[config.mk]
export PLATFORM = sky130hd
export DESIGN_NAME = utc_regs
export DESIGN_NICKNAME = d
export VERILOG_FILES = /design/src/hw/utc_pkg.sv /design/src/hw/utc_regs.sv
export VERILOG_INCLUDE_DIRS = /design/src /design/src/hw
export SDC_FILE = /design/constraint.sdc
export NUM_CORES = 1
export LEC_CHECK = 0
export ABC_AREA = 1
export BUFFER_PORTS_ARGS = -buffer_cell sky130_fd_sc_hd__buf_2
export CAP_MARGIN = 20
export CORE_MARGIN = 2
export CORE_UTILIZATION = 30
export DETAILED_ROUTE_END_ITERATION = 7
export HOLD_SLACK_MARGIN = 0.02
export REMOVE_ABC_BUFFERS = 1
export SYNTH_ARGS = -nofsm -noshare
export SYNTH_HDL_FRONTEND = slang
export SYNTH_SLANG_ARGS = --single-unit
export TNS_END_PERCENT = 30
[constraint.sdc]
create_clock -name clk -period 1.96 [get_ports clk]
set_clock_uncertainty 0.05 [all_clocks]
set_input_delay 0.49 -clock clk [delete_from_list [all_inputs] [get_ports clk]]
set_output_delay 0.49 -clock clk [all_outputs]
set_load 0.01 [all_outputs]
[src/hw/utc_consts.svh]
/*
 Register addresses, bit positions and reset values of the transceiver
 control and status bank. Included by the register bank module only.
*/
`ifndef UTC_CONSTS_SVH
`define UTC_CONSTS_SVH
// ==========================================
// Nibble space addresses
`define UTC_N_PWR 4'h0
`define UTC_N_ACT 4'h1
`define UTC_N_ACTC 4'h2
`define UTC_N_IST 4'h3
`define UTC_N_IMSK 4'h4
`define UTC_N_BEAR 4'h5
`define UTC_N_MSG 4'h6
// ==========================================
// Byte space addresses
`define UTC_B_TXM4 4'h0
`define UTC_B_RXM4 4'h1
`define UTC_B_TXM56 4'h2
`define UTC_B_RXM56 4'h3
`define UTC_B_FEBE 4'h4
`define UTC_B_NEBE 4'h5
`define UTC_B_LOOP 4'h6
`define UTC_B_LCFG 4'h7
`define UTC_B_FRM 4'h8
`define UTC_B_MMODE 4'h9
`define UTC_B_RSVD 4'hA
`define UTC_B_ACTSM 4'hB
`define UTC_B_CPU 4'hC
`define UTC_B_EC 4'hD
`define UTC_B_DIAG 4'hE
`define UTC_B_REV 4'hF
// ==========================================
// Bit positions
`define UTC_PWR_SWRST 3
`define UTC_PWR_APD 1
`define UTC_PWR_RTN 0
`define UTC_ST_LINK 3
`define UTC_ST_SYNC 1
`define UTC_AC_SFUD 1
`define UTC_LCFG_ALT 7
`define UTC_DIAG_RB 6
`define UTC_CMD_RD 7
`define UTC_CMD_BYTE 4
`define UTC_MM_MSG_HI 7
`define UTC_MM_MSG_LO 6
`define UTC_MM_G4_HI 5
`define UTC_MM_G4_LO 4
`define UTC_MM_M56_HI 3
`define UTC_MM_M56_LO 2
// ==========================================
// Reset values and counts
`define UTC_MSG_ONES 12'hFFF
`define UTC_BYTE_ONES 8'hFF
`define UTC_M56_ONES 3'h7
`define UTC_CNT_MAX 8'hFF
`define UTC_FALL_MASK 4'hB
`define UTC_CMD_LAST 5'h07
`define UTC_LEN_SHORT 5'h10
`define UTC_LEN_LONG 5'h18
`define UTC_REV_W 5
`endif

[src/hw/utc_pkg.sv]
/*
 Types shared by the transceiver register bank: serial port states and
 the structs that carry line-side status in and controls out.
 Assumes the line datapath runs on the same clock as the bank.
*/
package utc_pkg;
	typedef enum logic [1:0] {PS_IDLE, PS_CMD, PS_DATA} utc_ps_t;
	typedef struct packed {
		logic [3:0] act_stat;
		logic [2:0] irq_src;
		logic rx_sf_end;
		logic rx_eoc;
		logic [11:0] rx_msg;
		logic [7:0] rx_g4;
		logic [2:0] rx_m56;
		logic febe_rx;
		logic crc_err;
		logic [2:0] rx_flags;
		logic tx_sf_bnd;
		logic tx_eoc_bnd;
		logic [7:0] frame_stat;
		logic [7:0] act_state;
		logic [15:0] err_pwr;
	} utc_line_in_t;
	typedef struct packed {
		logic [3:0] pwr;
		logic [3:0] act_ctl;
		logic [2:0] bearer;
		logic [11:0] tx_msg;
		logic [7:0] tx_g4;
		logic [2:0] tx_m56;
		logic febe_sel;
		logic [7:0] loopback;
		logic [7:0] link_cfg;
		logic [7:0] frame_ctl;
		logic [7:0] act_sm_ctl;
		logic [7:0] cpu_ctl;
		logic [7:0] ec_ctl;
		logic [7:0] diag;
		logic [7:0] clk_test;
	} utc_line_out_t;
endpackage

[src/hw/utc_regs.sv]
/*
 Control and status register bank of the line transceiver, reached over
 the serial control port. Assumes line-side inputs are on clk; the port
 pins come from outside and are synchronised here.
*/
`timescale 1ns/1ps
`include "utc_consts.svh"

// Functional notes
// - Six nibble registers, a 12-bit message register, sixteen bytes, one alternate.
// - Power/reset nibble cleared only by hardware reset, kept over soft reset.
// - Absolute power-down makes the power nibble write-only.
// - Activation status cleared by resets; listed edges raise status bit 3.
// - Activation control holds request, deactivate, update disable, enable.
// - Interrupt status read-only; output asserts on any enabled set bit.
// - Mask nibble enables matching status bits; cleared by both resets.
// - Status bit 3 has highest priority, bit 0 lowest.
// - Bearer control: block first, block second, swap; bit 3 reserved.
// - Message register is 12 bits, double buffered, mode-steered.
// - Reads give received message; writes sent at next message boundary.
// - Transmit message latches go to all ones on either reset.
// - Transmit group-four byte double buffered, ones on reset.
// - Receive group-four byte updated per its mode field.
// - Transmit reserved bits 7..5 sent only while update disable is 0.
// - Receive reserved byte captures bits and reports receiver status.
// - Far-end counter survives resets and loads written values.
// - Far-end counter increments per flagged superframe, saturates.
// - Far-end counter counts only with sync and link-up.
// - Link config bit 7 steers byte address 15 to the alternate register.
// - Readback mode returns written control values of split registers.
// - Near-end error counted on check mismatch or link-up without sync.
module utc_regs #(
	parameter logic [`UTC_REV_W-1:0] REV = 5'h01 // Value is arbitrary.
) (
	input wire logic clk,
	input wire logic srst,
	input wire logic ser_clk,
	input wire logic ser_en_n,
	input wire logic ser_din,
	output logic ser_dout,
	output logic ser_dout_oe_n,
	input utc_pkg::utc_line_in_t line_in,
	output utc_pkg::utc_line_out_t line_out,
	output logic irq,
	output logic [1:0] irq_lvl
);
	import utc_pkg::*;

	// ==========================================
	// Pin synchronisers
	logic [2:0] sck_s;
	logic [2:0] en_s;
	logic [1:0] din_s;
	always_ff @(posedge clk) begin
		sck_s <= {sck_s[1:0], ser_clk};
		en_s <= {en_s[1:0], ser_en_n};
		din_s <= {din_s[0], ser_din};
	end
	wire sck_rise = sck_s[1] & ~sck_s[2];
	wire sck_fall = ~sck_s[1] & sck_s[2];
	wire frame_on = ~en_s[1];
	wire frame_end = en_s[1] & ~en_s[2];
	wire din = din_s[1];

	// ==========================================
	// Serial frame: command byte, then 8 or 16 data bits, MSB first
	utc_ps_t st_q;
	logic [4:0] cnt_q;
	logic [7:0] cmd_q;
	logic [15:0] dat_q;
	logic [15:0] sho_q;
	logic dout_q;
	logic oe_n_q;
	wire [7:0] cmd_nx = {cmd_q[6:0], din};
	wire in_cmd = (st_q == PS_IDLE) || (st_q == PS_CMD);
	wire cmd_done = frame_on && sck_rise && in_cmd && cnt_q == `UTC_CMD_LAST;
	wire is_byte = cmd_q[`UTC_CMD_BYTE];
	wire [3:0] adr = cmd_q[3:0];
	wire nx_msg = ~cmd_nx[`UTC_CMD_BYTE] && cmd_nx[3:0] == `UTC_N_MSG;
	wire is_msg = ~is_byte && adr == `UTC_N_MSG;
	wire [4:0] flen = is_msg ? `UTC_LEN_LONG : `UTC_LEN_SHORT;
	// A short or over-long frame is dropped whole.
	wire wr_go = frame_end && st_q == PS_DATA && cnt_q == flen &&
		~cmd_q[`UTC_CMD_RD];
	wire [15:0] wd = dat_q;
	logic [15:0] rd_data;
	wire rd_ist = cmd_done && cmd_nx[`UTC_CMD_RD] &&
		~cmd_nx[`UTC_CMD_BYTE] && cmd_nx[3:0] == `UTC_N_IST;

	function automatic logic wsel(input logic go, input logic bsp,
		input logic [3:0] a, input logic want_b, input logic [3:0] want_a);
		wsel = go && bsp == want_b && a == want_a;
	endfunction

	function automatic logic upd_ok(input logic [1:0] mode,
		input logic sync);
		// Mode 0 updates always, 1 only in sync, 2 and 3 freeze.
		case (mode)
			2'd0: upd_ok = 1'b1;
			2'd1: upd_ok = sync;
			default: upd_ok = 1'b0;
		endcase
	endfunction

	always_ff @(posedge clk) begin
		if (srst) begin
			st_q <= PS_IDLE;
			cnt_q <= 5'h00;
			cmd_q <= 8'h00;
			dat_q <= 16'h0000;
			sho_q <= 16'h0000;
		end else if (!frame_on) begin
			st_q <= PS_IDLE;
			cnt_q <= 5'h00;
		end else if (sck_rise) begin
			if (cnt_q != 5'h1F)
				cnt_q <= cnt_q + 5'd1;
			case (st_q)
				PS_IDLE, PS_CMD: begin
					cmd_q <= cmd_nx;
					st_q <= (cnt_q == `UTC_CMD_LAST) ? PS_DATA : PS_CMD;
					// Read data is caught once so a frame reads one snapshot.
					if (cnt_q == `UTC_CMD_LAST)
						sho_q <= nx_msg ? rd_data : {rd_data[7:0], 8'h00};
				end
				PS_DATA: dat_q <= {dat_q[14:0], din};
				default: st_q <= PS_IDLE;
			endcase
		end else if (sck_fall && st_q == PS_DATA) begin
			sho_q <= {sho_q[14:0], 1'b0};
		end
	end

	always_ff @(posedge clk) begin
		if (srst) begin
			dout_q <= 1'b0;
			oe_n_q <= 1'b1;
		end else begin
			if (sck_fall && st_q == PS_DATA)
				dout_q <= sho_q[15];
			oe_n_q <= ~(frame_on && st_q == PS_DATA && cmd_q[`UTC_CMD_RD]);
		end
	end

	// ==========================================
	// Control and status registers
	logic [3:0] pwr_q, act_q, actc_q, ist_q, imsk_q;
	logic [2:0] bear_q;
	logic [11:0] msg_wr_q, tx_msg_q, rx_msg_q;
	logic [7:0] g4_wr_q, tx_g4_q, rx_g4_q, m56_wr_q;
	logic [2:0] tx_m56_q, rx_m56_q;
	logic [4:0] rx_st_q;
	logic [7:0] febe_q, nebe_q, loop_q, lcfg_q, frm_q, mm_q;
	logic [7:0] actsm_q, cpu_q, ec_q, diag_q, ctest_q;
	logic irq_q;
	logic [1:0] lvl_q;
	wire swr = srst | pwr_q[`UTC_PWR_SWRST];
	wire sync = act_q[`UTC_ST_SYNC];
	wire link = act_q[`UTC_ST_LINK];
	wire rb = diag_q[`UTC_DIAG_RB];
	wire [3:0] ast = line_in.act_stat;
	wire act_evt = |(~act_q & ast) | |(act_q & ~ast & `UTC_FALL_MASK);
	wire [3:0] ist_d = {act_evt, line_in.irq_src} |
		(ist_q & {4{~rd_ist}});
	wire [3:0] pend = ist_d & imsk_q;
	wire alt = lcfg_q[`UTC_LCFG_ALT];
	wire w_febe = wsel(wr_go, is_byte, adr, 1'b1, `UTC_B_FEBE);
	wire w_nebe = wsel(wr_go, is_byte, adr, 1'b1, `UTC_B_NEBE);
	wire sf_end = line_in.rx_sf_end;
	wire febe_inc = sf_end && line_in.febe_rx && sync && link;
	wire nebe_inc = sf_end && (line_in.crc_err || (link && !sync));

	always_ff @(posedge clk) begin
		if (srst)
			pwr_q <= 4'h0;
		else if (wsel(wr_go, is_byte, adr, 1'b0, `UTC_N_PWR))
			pwr_q <= wd[3:0];
	end

	always_ff @(posedge clk) begin
		if (swr) begin
			act_q <= 4'h0;
			ist_q <= 4'h0;
			irq_q <= 1'b0;
			lvl_q <= 2'd0;
		end else begin
			act_q <= ast;
			ist_q <= ist_d;
			irq_q <= |pend;
			lvl_q <= pend[3] ? 2'd3 : pend[2] ? 2'd2 :
				pend[1] ? 2'd1 : 2'd0;
		end
	end

	// Plain read/write control registers share one reset and write style.
	always_ff @(posedge clk) begin
		if (swr) begin
			actc_q <= 4'h0;
			imsk_q <= 4'h0;
			bear_q <= 3'h0;
			lcfg_q <= 8'h00;
			frm_q <= 8'h00;
			mm_q <= 8'h00;
			actsm_q <= 8'h00;
			cpu_q <= 8'h00;
			ec_q <= 8'h00;
			diag_q <= 8'h00;
			ctest_q <= 8'h00;
		end else if (wr_go) begin
			if (wsel(1'b1, is_byte, adr, 1'b0, `UTC_N_ACTC))
				actc_q <= wd[3:0];
			if (wsel(1'b1, is_byte, adr, 1'b0, `UTC_N_IMSK))
				imsk_q <= wd[3:0];
			if (wsel(1'b1, is_byte, adr, 1'b0, `UTC_N_BEAR))
				bear_q <= wd[2:0];
			if (wsel(1'b1, is_byte, adr, 1'b1, `UTC_B_LCFG))
				lcfg_q <= wd[7:0];
			if (wsel(1'b1, is_byte, adr, 1'b1, `UTC_B_FRM))
				frm_q <= wd[7:0];
			if (wsel(1'b1, is_byte, adr, 1'b1, `UTC_B_MMODE))
				mm_q <= wd[7:0];
			if (wsel(1'b1, is_byte, adr, 1'b1, `UTC_B_ACTSM))
				actsm_q <= wd[7:0];
			if (wsel(1'b1, is_byte, adr, 1'b1, `UTC_B_CPU))
				cpu_q <= wd[7:0];
			if (wsel(1'b1, is_byte, adr, 1'b1, `UTC_B_EC))
				ec_q <= wd[7:0];
			if (wsel(1'b1, is_byte, adr, 1'b1, `UTC_B_DIAG))
				diag_q <= wd[7:0];
			if (wsel(1'b1, is_byte, adr, 1'b1, `UTC_B_REV) && alt)
				ctest_q <= wd[7:0];
		end
	end

	always_ff @(posedge clk) begin
		if (swr || pwr_q[`UTC_PWR_RTN])
			loop_q <= 8'h00;
		else if (wsel(wr_go, is_byte, adr, 1'b1, `UTC_B_LOOP))
			loop_q <= wd[7:0];
	end

	// ==========================================
	// Double-buffered maintenance and message paths
	always_ff @(posedge clk) begin
		if (swr) begin
			msg_wr_q <= `UTC_MSG_ONES;
			tx_msg_q <= `UTC_MSG_ONES;
			g4_wr_q <= `UTC_BYTE_ONES;
			tx_g4_q <= `UTC_BYTE_ONES;
			m56_wr_q <= `UTC_BYTE_ONES;
			tx_m56_q <= `UTC_M56_ONES;
		end else begin
			if (wsel(wr_go, is_byte, adr, 1'b0, `UTC_N_MSG))
				msg_wr_q <= wd[11:0];
			if (line_in.tx_eoc_bnd)
				tx_msg_q <= msg_wr_q;
			if (wsel(wr_go, is_byte, adr, 1'b1, `UTC_B_TXM4))
				g4_wr_q <= wd[7:0];
			if (line_in.tx_sf_bnd)
				tx_g4_q <= g4_wr_q;
			if (wsel(wr_go, is_byte, adr, 1'b1, `UTC_B_TXM56))
				m56_wr_q <= wd[7:0];
			if (line_in.tx_sf_bnd && !actc_q[`UTC_AC_SFUD])
				tx_m56_q <= m56_wr_q[7:5];
		end
	end

	always_ff @(posedge clk) begin
		if (swr) begin
			rx_msg_q <= 12'h000;
			rx_g4_q <= 8'h00;
			rx_m56_q <= 3'h0;
			rx_st_q <= 5'h00;
		end else begin
			if (line_in.rx_eoc &&
				upd_ok(mm_q[`UTC_MM_MSG_HI:`UTC_MM_MSG_LO], sync))
				rx_msg_q <= line_in.rx_msg;
			if (sf_end && upd_ok(mm_q[`UTC_MM_G4_HI:`UTC_MM_G4_LO], sync))
				rx_g4_q <= line_in.rx_g4;
			if (sf_end &&
				upd_ok(mm_q[`UTC_MM_M56_HI:`UTC_MM_M56_LO], sync))
				rx_m56_q <= line_in.rx_m56;
			if (sf_end)
				rx_st_q <= {line_in.febe_rx, line_in.crc_err,
					line_in.rx_flags};
		end
	end

	// Error counters keep their count through every reset.
	always_ff @(posedge clk) begin
		if (w_febe)
			febe_q <= wd[7:0];
		else if (febe_inc && febe_q != `UTC_CNT_MAX)
			febe_q <= febe_q + 8'd1;
		if (w_nebe)
			nebe_q <= wd[7:0];
		else if (nebe_inc && nebe_q != `UTC_CNT_MAX)
			nebe_q <= nebe_q + 8'd1;
	end

	// ==========================================
	// Read selection, addressed by the command being completed
	wire [3:0] ra = cmd_nx[3:0];
	wire [7:0] frm_rd = rb ? frm_q : line_in.frame_stat;
	wire [7:0] asm_rd = rb ? actsm_q : line_in.act_state;
	wire [7:0] cpu_rd = rb ? cpu_q : line_in.err_pwr[15:8];
	wire [7:0] ec_rd = rb ? ec_q : line_in.err_pwr[7:0];
	wire [7:0] rev_rd = alt ? ctest_q : {3'h0, REV};
	logic [7:0] byte_rd;
	logic [11:0] nib_rd;
	always_comb begin
		case (ra)
			`UTC_B_TXM4: byte_rd = g4_wr_q;
			`UTC_B_RXM4: byte_rd = rx_g4_q;
			`UTC_B_TXM56: byte_rd = m56_wr_q;
			`UTC_B_RXM56: byte_rd = {rx_m56_q, rx_st_q};
			`UTC_B_FEBE: byte_rd = febe_q;
			`UTC_B_NEBE: byte_rd = nebe_q;
			`UTC_B_LOOP: byte_rd = loop_q;
			`UTC_B_LCFG: byte_rd = lcfg_q;
			`UTC_B_FRM: byte_rd = frm_rd;
			`UTC_B_MMODE: byte_rd = mm_q;
			`UTC_B_ACTSM: byte_rd = asm_rd;
			`UTC_B_CPU: byte_rd = cpu_rd;
			`UTC_B_EC: byte_rd = ec_rd;
			`UTC_B_DIAG: byte_rd = diag_q;
			`UTC_B_REV: byte_rd = rev_rd;
			default: byte_rd = 8'h00;
		endcase
		case (ra)
			`UTC_N_PWR: nib_rd = pwr_q[`UTC_PWR_APD] ?
				12'h000 : {8'h00, pwr_q};
			`UTC_N_ACT: nib_rd = {8'h00, act_q};
			`UTC_N_ACTC: nib_rd = {8'h00, actc_q};
			`UTC_N_IST: nib_rd = {8'h00, ist_q};
			`UTC_N_IMSK: nib_rd = {8'h00, imsk_q};
			`UTC_N_BEAR: nib_rd = {9'h000, bear_q};
			`UTC_N_MSG: nib_rd = rb ? msg_wr_q : rx_msg_q;
			default: nib_rd = 12'h000;
		endcase
	end
	assign rd_data = cmd_nx[`UTC_CMD_BYTE] ? {8'h00, byte_rd} :
		{4'h0, nib_rd};

	// ==========================================
	// Outputs
	assign ser_dout = dout_q;
	assign ser_dout_oe_n = oe_n_q;
	assign irq = irq_q;
	assign irq_lvl = lvl_q;
	assign line_out = '{pwr: pwr_q, act_ctl: actc_q, bearer: bear_q,
		tx_msg: tx_msg_q, tx_g4: tx_g4_q, tx_m56: tx_m56_q,
		febe_sel: m56_wr_q[4], loopback: loop_q, link_cfg: lcfg_q,
		frame_ctl: frm_q, act_sm_ctl: actsm_q, cpu_ctl: cpu_q,
		ec_ctl: ec_q, diag: diag_q, clk_test: ctest_q};
endmodule

=== Yosys cells after proc, flatten, opt, wreduce, memory -nomap -nowiden ===
Cells that the tools add are included.

* Bits in registers: 246
* Latch bits: 0
* RAM bits: 0
* Memory bits (read-only): 0
* Output and inout port bits: 104
* Logic and storage cells: 214
* Memories kept: 0

* Add/sub/neg operators: 3
* $mul: 0
* Divide/modulo/power cells: 0
* $lt $le $gt $ge: 0
* Equal/unequal tests: 38
* Shifts and indexed selects: 0
* Mux-type cells: 31
* Bitwise gates (word level): 22
* Reduce and logical (&&, ||, !) cells: 81

{| class="wikitable"
|+ Operators with widths
! cell !! number
|-
| 8-bit case mux with 15 select lines || 1
|-
| 12-bit case mux with 7 select lines || 1
|-
| 16-bit 2-to-1 mux || 5
|-
| 8-bit 2-to-1 mux || 9
|-
| 4-bit == test, second input constant || 14
|-
| 1-bit logical AND || 46
|-
| 4-bit by 3-bit == test with 1-bit output, second input constant || 8
|-
| 2-bit AND reduction || 13
|-
| 12-bit 2-to-1 mux || 2
|-
| 8-bit by 1-bit adder with 8-bit output, second input constant || 2
|-
| 4-bit bitwise AND || 4
|-
| 8-bit != test, second input constant || 2
|-
| 4-bit by 2-bit == test with 1-bit output, second input constant || 3
|-
| 1-bit inverter || 10
|-
| 2-bit by 1-bit == test with 1-bit output, second input constant || 4
|-
| 2-bit logical NOT || 4
|-
| 4-bit logical NOT || 2
|-
| 4-bit 2-to-1 mux || 2
|-
| 4-bit inverter || 2
|-
| 4-bit OR reduction || 2
|-
| 2-bit 2-to-1 mux || 3
|-
| 1-bit case mux with 2 select lines || 3
|-
| 3-bit AND reduction || 2
|-
| 2-bit nonzero test || 3
|-
| 17 further kinds || 28
|}

=== Longest topological paths before layout ===
* Depth after elaboration: 15
* Depth in mapped cells: 14

=== Worst setup path after synthesis ===
No wires, ideal clock.

* Path kind: register to register
* Start: register cmd_q[0]
* End: register nebe_q[0] (enable)
* Arrival: 1653 ps
* Setup slack: -127 ps
* Stages on the path, launching flop included: 12
* Buffers on the path: 2
* Period minus slack after synthesis: 2087 ps
* Cell sequence: dfxtp_1 buf_6 inv_4 nand2_4 nor2_8 nand2_4 nand2_2 nand3_4 nor2_8 nand2_4 buf_6 o21ai_0

* Cells in the longest elaborated chain, start to end: 9
* Elaborated cells on any way between the ends: 10
* Those cells by class: eq/ne: 3; mux: 1; reduce/logical: 6

{| class="wikitable"
|+ Ends and longest elaborated chain
! item !! line !! RTL
|-
| start: declaration || utc_regs.sv:69 || <nowiki>logic [7:0] cmd_q;</nowiki>
|-
| start signal: assignment || utc_regs.sv:120 || <nowiki>cmd_q <= cmd_nx;</nowiki>
|-
| 4-bit by 3-bit == test with 1-bit output || n/a ||
|-
| 1-bit logical AND (no line) || n/a ||
|-
| 4-bit 2-to-1 mux (no line) || n/a ||
|-
| 5-bit == test || utc_regs.sv:83 || <nowiki>wire wr_go = frame_end && st_q == PS_DATA && cnt_q == flen &&</nowiki>
|-
| 1-bit logical AND (2 in series) || utc_regs.sv:83 ||
|-
| 1-bit logical AND || utc_regs.sv:92 || <nowiki>wsel = go && bsp == want_b && a == want_a;</nowiki>
|-
| 1-bit logical AND * || utc_regs.sv:92 ||
|-
| 2-bit nonzero test (no line) * || n/a ||
|-
| end signal: assignment || utc_regs.sv:296 || <nowiki>nebe_q <= wd[7:0];</nowiki>
|-
| end signal: assignment || utc_regs.sv:298 || <nowiki>nebe_q <= nebe_q + 8'd1;</nowiki>
|-
| end: declaration || utc_regs.sv:153 || <nowiki>logic [7:0] febe_q, nebe_q, loop_q, lcfg_q, frm_q, mm_q;</nowiki>
|}

Mark *: on every way between the ends. The rest lies on a longest branch, timed or not.
A chain may end at the register's enable or synchronous reset.

=== Worst setup path after layout ===
* Start: register febe_q[0]
* End: register febe_q[1] (enable)

* Cells in the longest elaborated chain, start to end: 3

{| class="wikitable"
|+ Ends and longest elaborated chain
! item !! line !! RTL
|-
| start: declaration || utc_regs.sv:153 ||
|-
| start signal: assignment || utc_regs.sv:292 || <nowiki>febe_q <= wd[7:0];</nowiki>
|-
| start signal: assignment || utc_regs.sv:294 || <nowiki>febe_q <= febe_q + 8'd1;</nowiki>
|-
| 8-bit != test (no line) || n/a ||
|-
| 1-bit logical AND (no line) || n/a ||
|-
| 2-bit nonzero test (no line) || n/a ||
|}

No other way between the ends.

==> flow_summary.ini <==
[cts]
cts_made_buffers = 28
clk_pin_slew_worst_paths_ns = 0.06
clock_tree.buffer_depth = 3
numClockSinks = 246
cts_tree = yes
cts_root_buffer = sky130_fd_sc_hd__clkbuf_16
clock_latency_ns = 0.55
htree_levels = 1

[final_layout]
antenna_cells_inserted = 0
layout.cells.most_common = sky130_fd_sc_hd__nand2_1
final_layout_size_suffix_gt1_frac = 0.226
final_util = 0.383
most_frequent_cells_in_the_layout = sky130_fd_sc_hd__nand2_1 (523), sky130_fd_sc_hd__dfxtp_1 (224), sky130_fd_sc_hd__buf_2 (179)
seq_area_mm2 = 0.00510
multi_input_area_mm2 = 0.00570
nets = 1914
fill_cells = 3986
area.growth.synth_to_final_pct = 25.7
stdcell_area_mm2 = 0.0145

[worst_setup_path]
worst-endpoint-required_ns = 2.22
endpoint_kind = register
timing.setup.critical_path_class = register to register
max_stage_delay_ns = 0.41
critical_path_peak_fanout = 4
critical_path.startpoint_type = register
timing.critical_path.slowest_stage_cell = sky130_fd_sc_hd__edfxtp_1
crit_arrival_ns = 2.18
critical_path.most_common_cell = sky130_fd_sc_hd__nand3_1
critical_path.cell_chain = ha_1 > nand3_1 > nor3b_2 > nand3_1 > a32o_1 > buf_4

[yosys]
synthesis.instances = 1606
synth_seq_cells = 246
yosysSeqAreaShare = 0.442
post_synth.cell_area_avg_um2 = 7.17
synth_area_mm2 = 0.0115
top_ff_cell_synth = sky130_fd_sc_hd__dfxtp_1
post_synth_num_cell_types = 42
asyncSetResetFlopFracSynth = 0
synth_warnings = 0
synth_edf_count = 16

[placed_design]
post_dp_cell_area_mm2 = 0.0134
detailedPlacementHpwl_um = 30400
placement.io_buffers = 179
gpl.final_weighted_congestion = 0.922

[power]
power_density_mw_per_mm2 = 777
post-layout-total-power_mw = 11.3
power_leakage_nw = 6.65
ir_drop_uv = 679

[route]
drc = 0
drt-pass1-iter-count = 6
drt_iter0_markers = 980
postRouteAntennaNets = 0
detail_route.vias_per_cell = 4.90
routedWlPerCell_um = 17.1
routed_wl_um = 40400
dr_total_vias = 11600

[sta]
maxSlewViolCount = 0
grt_setup_unrepaired = yes
hold_viol_final = 0
relSlewSlack = 0.699
finalSetupTns_ns = 0
worst_pin_slew_ns = 0.451
clock.fmax_mhz = 521
final.period_utilization = 0.979
finalSetupViolations = 0
hold_ws_ns = 0.121
final.min_clock_period_ns = 1.92

[die]
initial_core_util = 0.305
dieHeight_um = 200
core_area_mm2 = 0.0378
pin_count = 180
design.die.area_mm2 = 0.0400
die_width_um = 200
std_cell_rows = 71

[hold_path]
min-delay-path-class = input pin to register

[global_routing]
grt_antenna_before_repair = 0
grt_first_pass_wirelength_um = 61200
globalRouteTotalUtil = 0.200
grt_max_degree = 45
grt_pass1_vias = 10700
grt_overflow = 0

[run]
cap_viol_max_count = 0

[outcome]
outcome = completed
==> registers in the layout, indices dropped and copies added, names as in the netlist, 12 cells and up <==
register	flops
dat_q	12
msg_wr_q	12
rx_msg_q	12
sho_q	16
tx_msg_q	12
==> timing repair <==
| item | in CTS | in global routing |
|---|---|---|
| setup endpoints to repair | 8 | 133 |
| endpoints found under the hold margin | 3 | 0 |
| gates resized for setup | 4 | 37 |
| buffers inserted | 0 | 2 |
| hold buffers | 3 | 0 |
| pin swaps | 0 | 4 |
==> report_power, final <==
group	internal [mW]	switching (mW)	leakage, nW	total, mW
Clock	3.04	2.18	0.471	5.22
Sequential	5.16	0.0786	2.02	5.23
Combinational	0.295	0.502	4.16	0.797
Total	8.49	2.76	6.65	11.3
==> per-layer routing <==
metal	part of all wire	global-route usage	routed length, um	up-vias
li1	-	-	-	5708
met1	0.44	0.276	17900	5318
met2	0.44	0.312	17900	479
met3	0.077	0.0331	3110	77
met4	0.038	0.0741	1540	0
met5	0	0	0	-
==> cell usage after synthesis, types with 13 or more instances <==
| cell type | instances | area (um2) |
|---|---|---|
| sky130_fd_sc_hd__o211ai_2 | 25 | 313 |
| sky130_fd_sc_hd__inv_1 | 89 | 334 |
| sky130_fd_sc_hd__a21oi_1 | 156 | 781 |
| sky130_fd_sc_hd__nand3_1 | 144 | 721 |
| sky130_fd_sc_hd__edfxtp_1 | 16 | 480 |
| sky130_fd_sc_hd__dfxtp_1 | 230 | 4600 |
| sky130_fd_sc_hd__buf_2 | 13 | 65.1 |
| sky130_fd_sc_hd__buf_6 | 13 | 146 |
| sky130_fd_sc_hd__nand2_1 | 529 | 1990 |
| sky130_fd_sc_hd__o21ai_1 | 14 | 70.1 |
| sky130_fd_sc_hd__clkbuf_1 | 44 | 165 |
| sky130_fd_sc_hd__o21ai_0 | 90 | 450 |
| sky130_fd_sc_hd__nor2_1 | 134 | 503 |
==> cell families after synthesis <==
kind of cell | Yosys count | share of synthesized area
adder cells (fa/ha/maj) | 5 | 0.00543
buffers and inverters | 176 | 0.0702
XOR/XNOR | 11 | 0.00837
AO/OA/AOI/OAI | 302 | 0.151
flip-flops | 246 | 0.442
AND/OR/NAND/NOR | 866 | 0.323
==> final cells by class <==
| type | count | share of cell area |
|---|---|---|
| tap | 511 | 0.0442 |
| clock inverter | 12 | 0.00493 |
| clock buffer | 40 | 0.0593 |
| timing repair buffer | 274 | 0.119 |
| multi-input combinational | 1184 | 0.394 |
| sequential | 246 | 0.352 |
| inverter | 99 | 0.0263 |
==> worst paths after layout <==
| kind | startpoint | endpoint | slack [ns] | depth (start not counted) |
|---|---|---|---|---|
| max | febe_q[0] | febe_q[1] | 0.04 | 6 |
| min | line_in[53] | rx_msg_q[3] | 0.12 | 3 |
| max reg2reg | febe_q[0] | febe_q[1] | 0.04 | 6 |
| min reg2reg | sck_s[0] | sck_s[1] | 0.28 | 0 |
==> critical path, delay by kind of cell (launching register included) <==
kind | cells | cell delay (ns)
compound gates | 1 | 0.29
flops | 1 | 0.41
simple gates | 3 | 0.56
fa+ha+maj | 1 | 0.21
buf+inv | 1 | 0.16
==> metrics by stage <==
| step | cells | worst slack [ns] |
|---|---|---|
| CTS | 2364 | 0.00607 |
| global placement | 2309 | 0.00683 |
| finish | 2366 | 0.0420 |
| floorplan | 1529 | -4.86 |
| global route | 2366 | -0.0668 |
| detailed placement | 2309 | -0.0570 |
(Power assumes the default switching activity.)
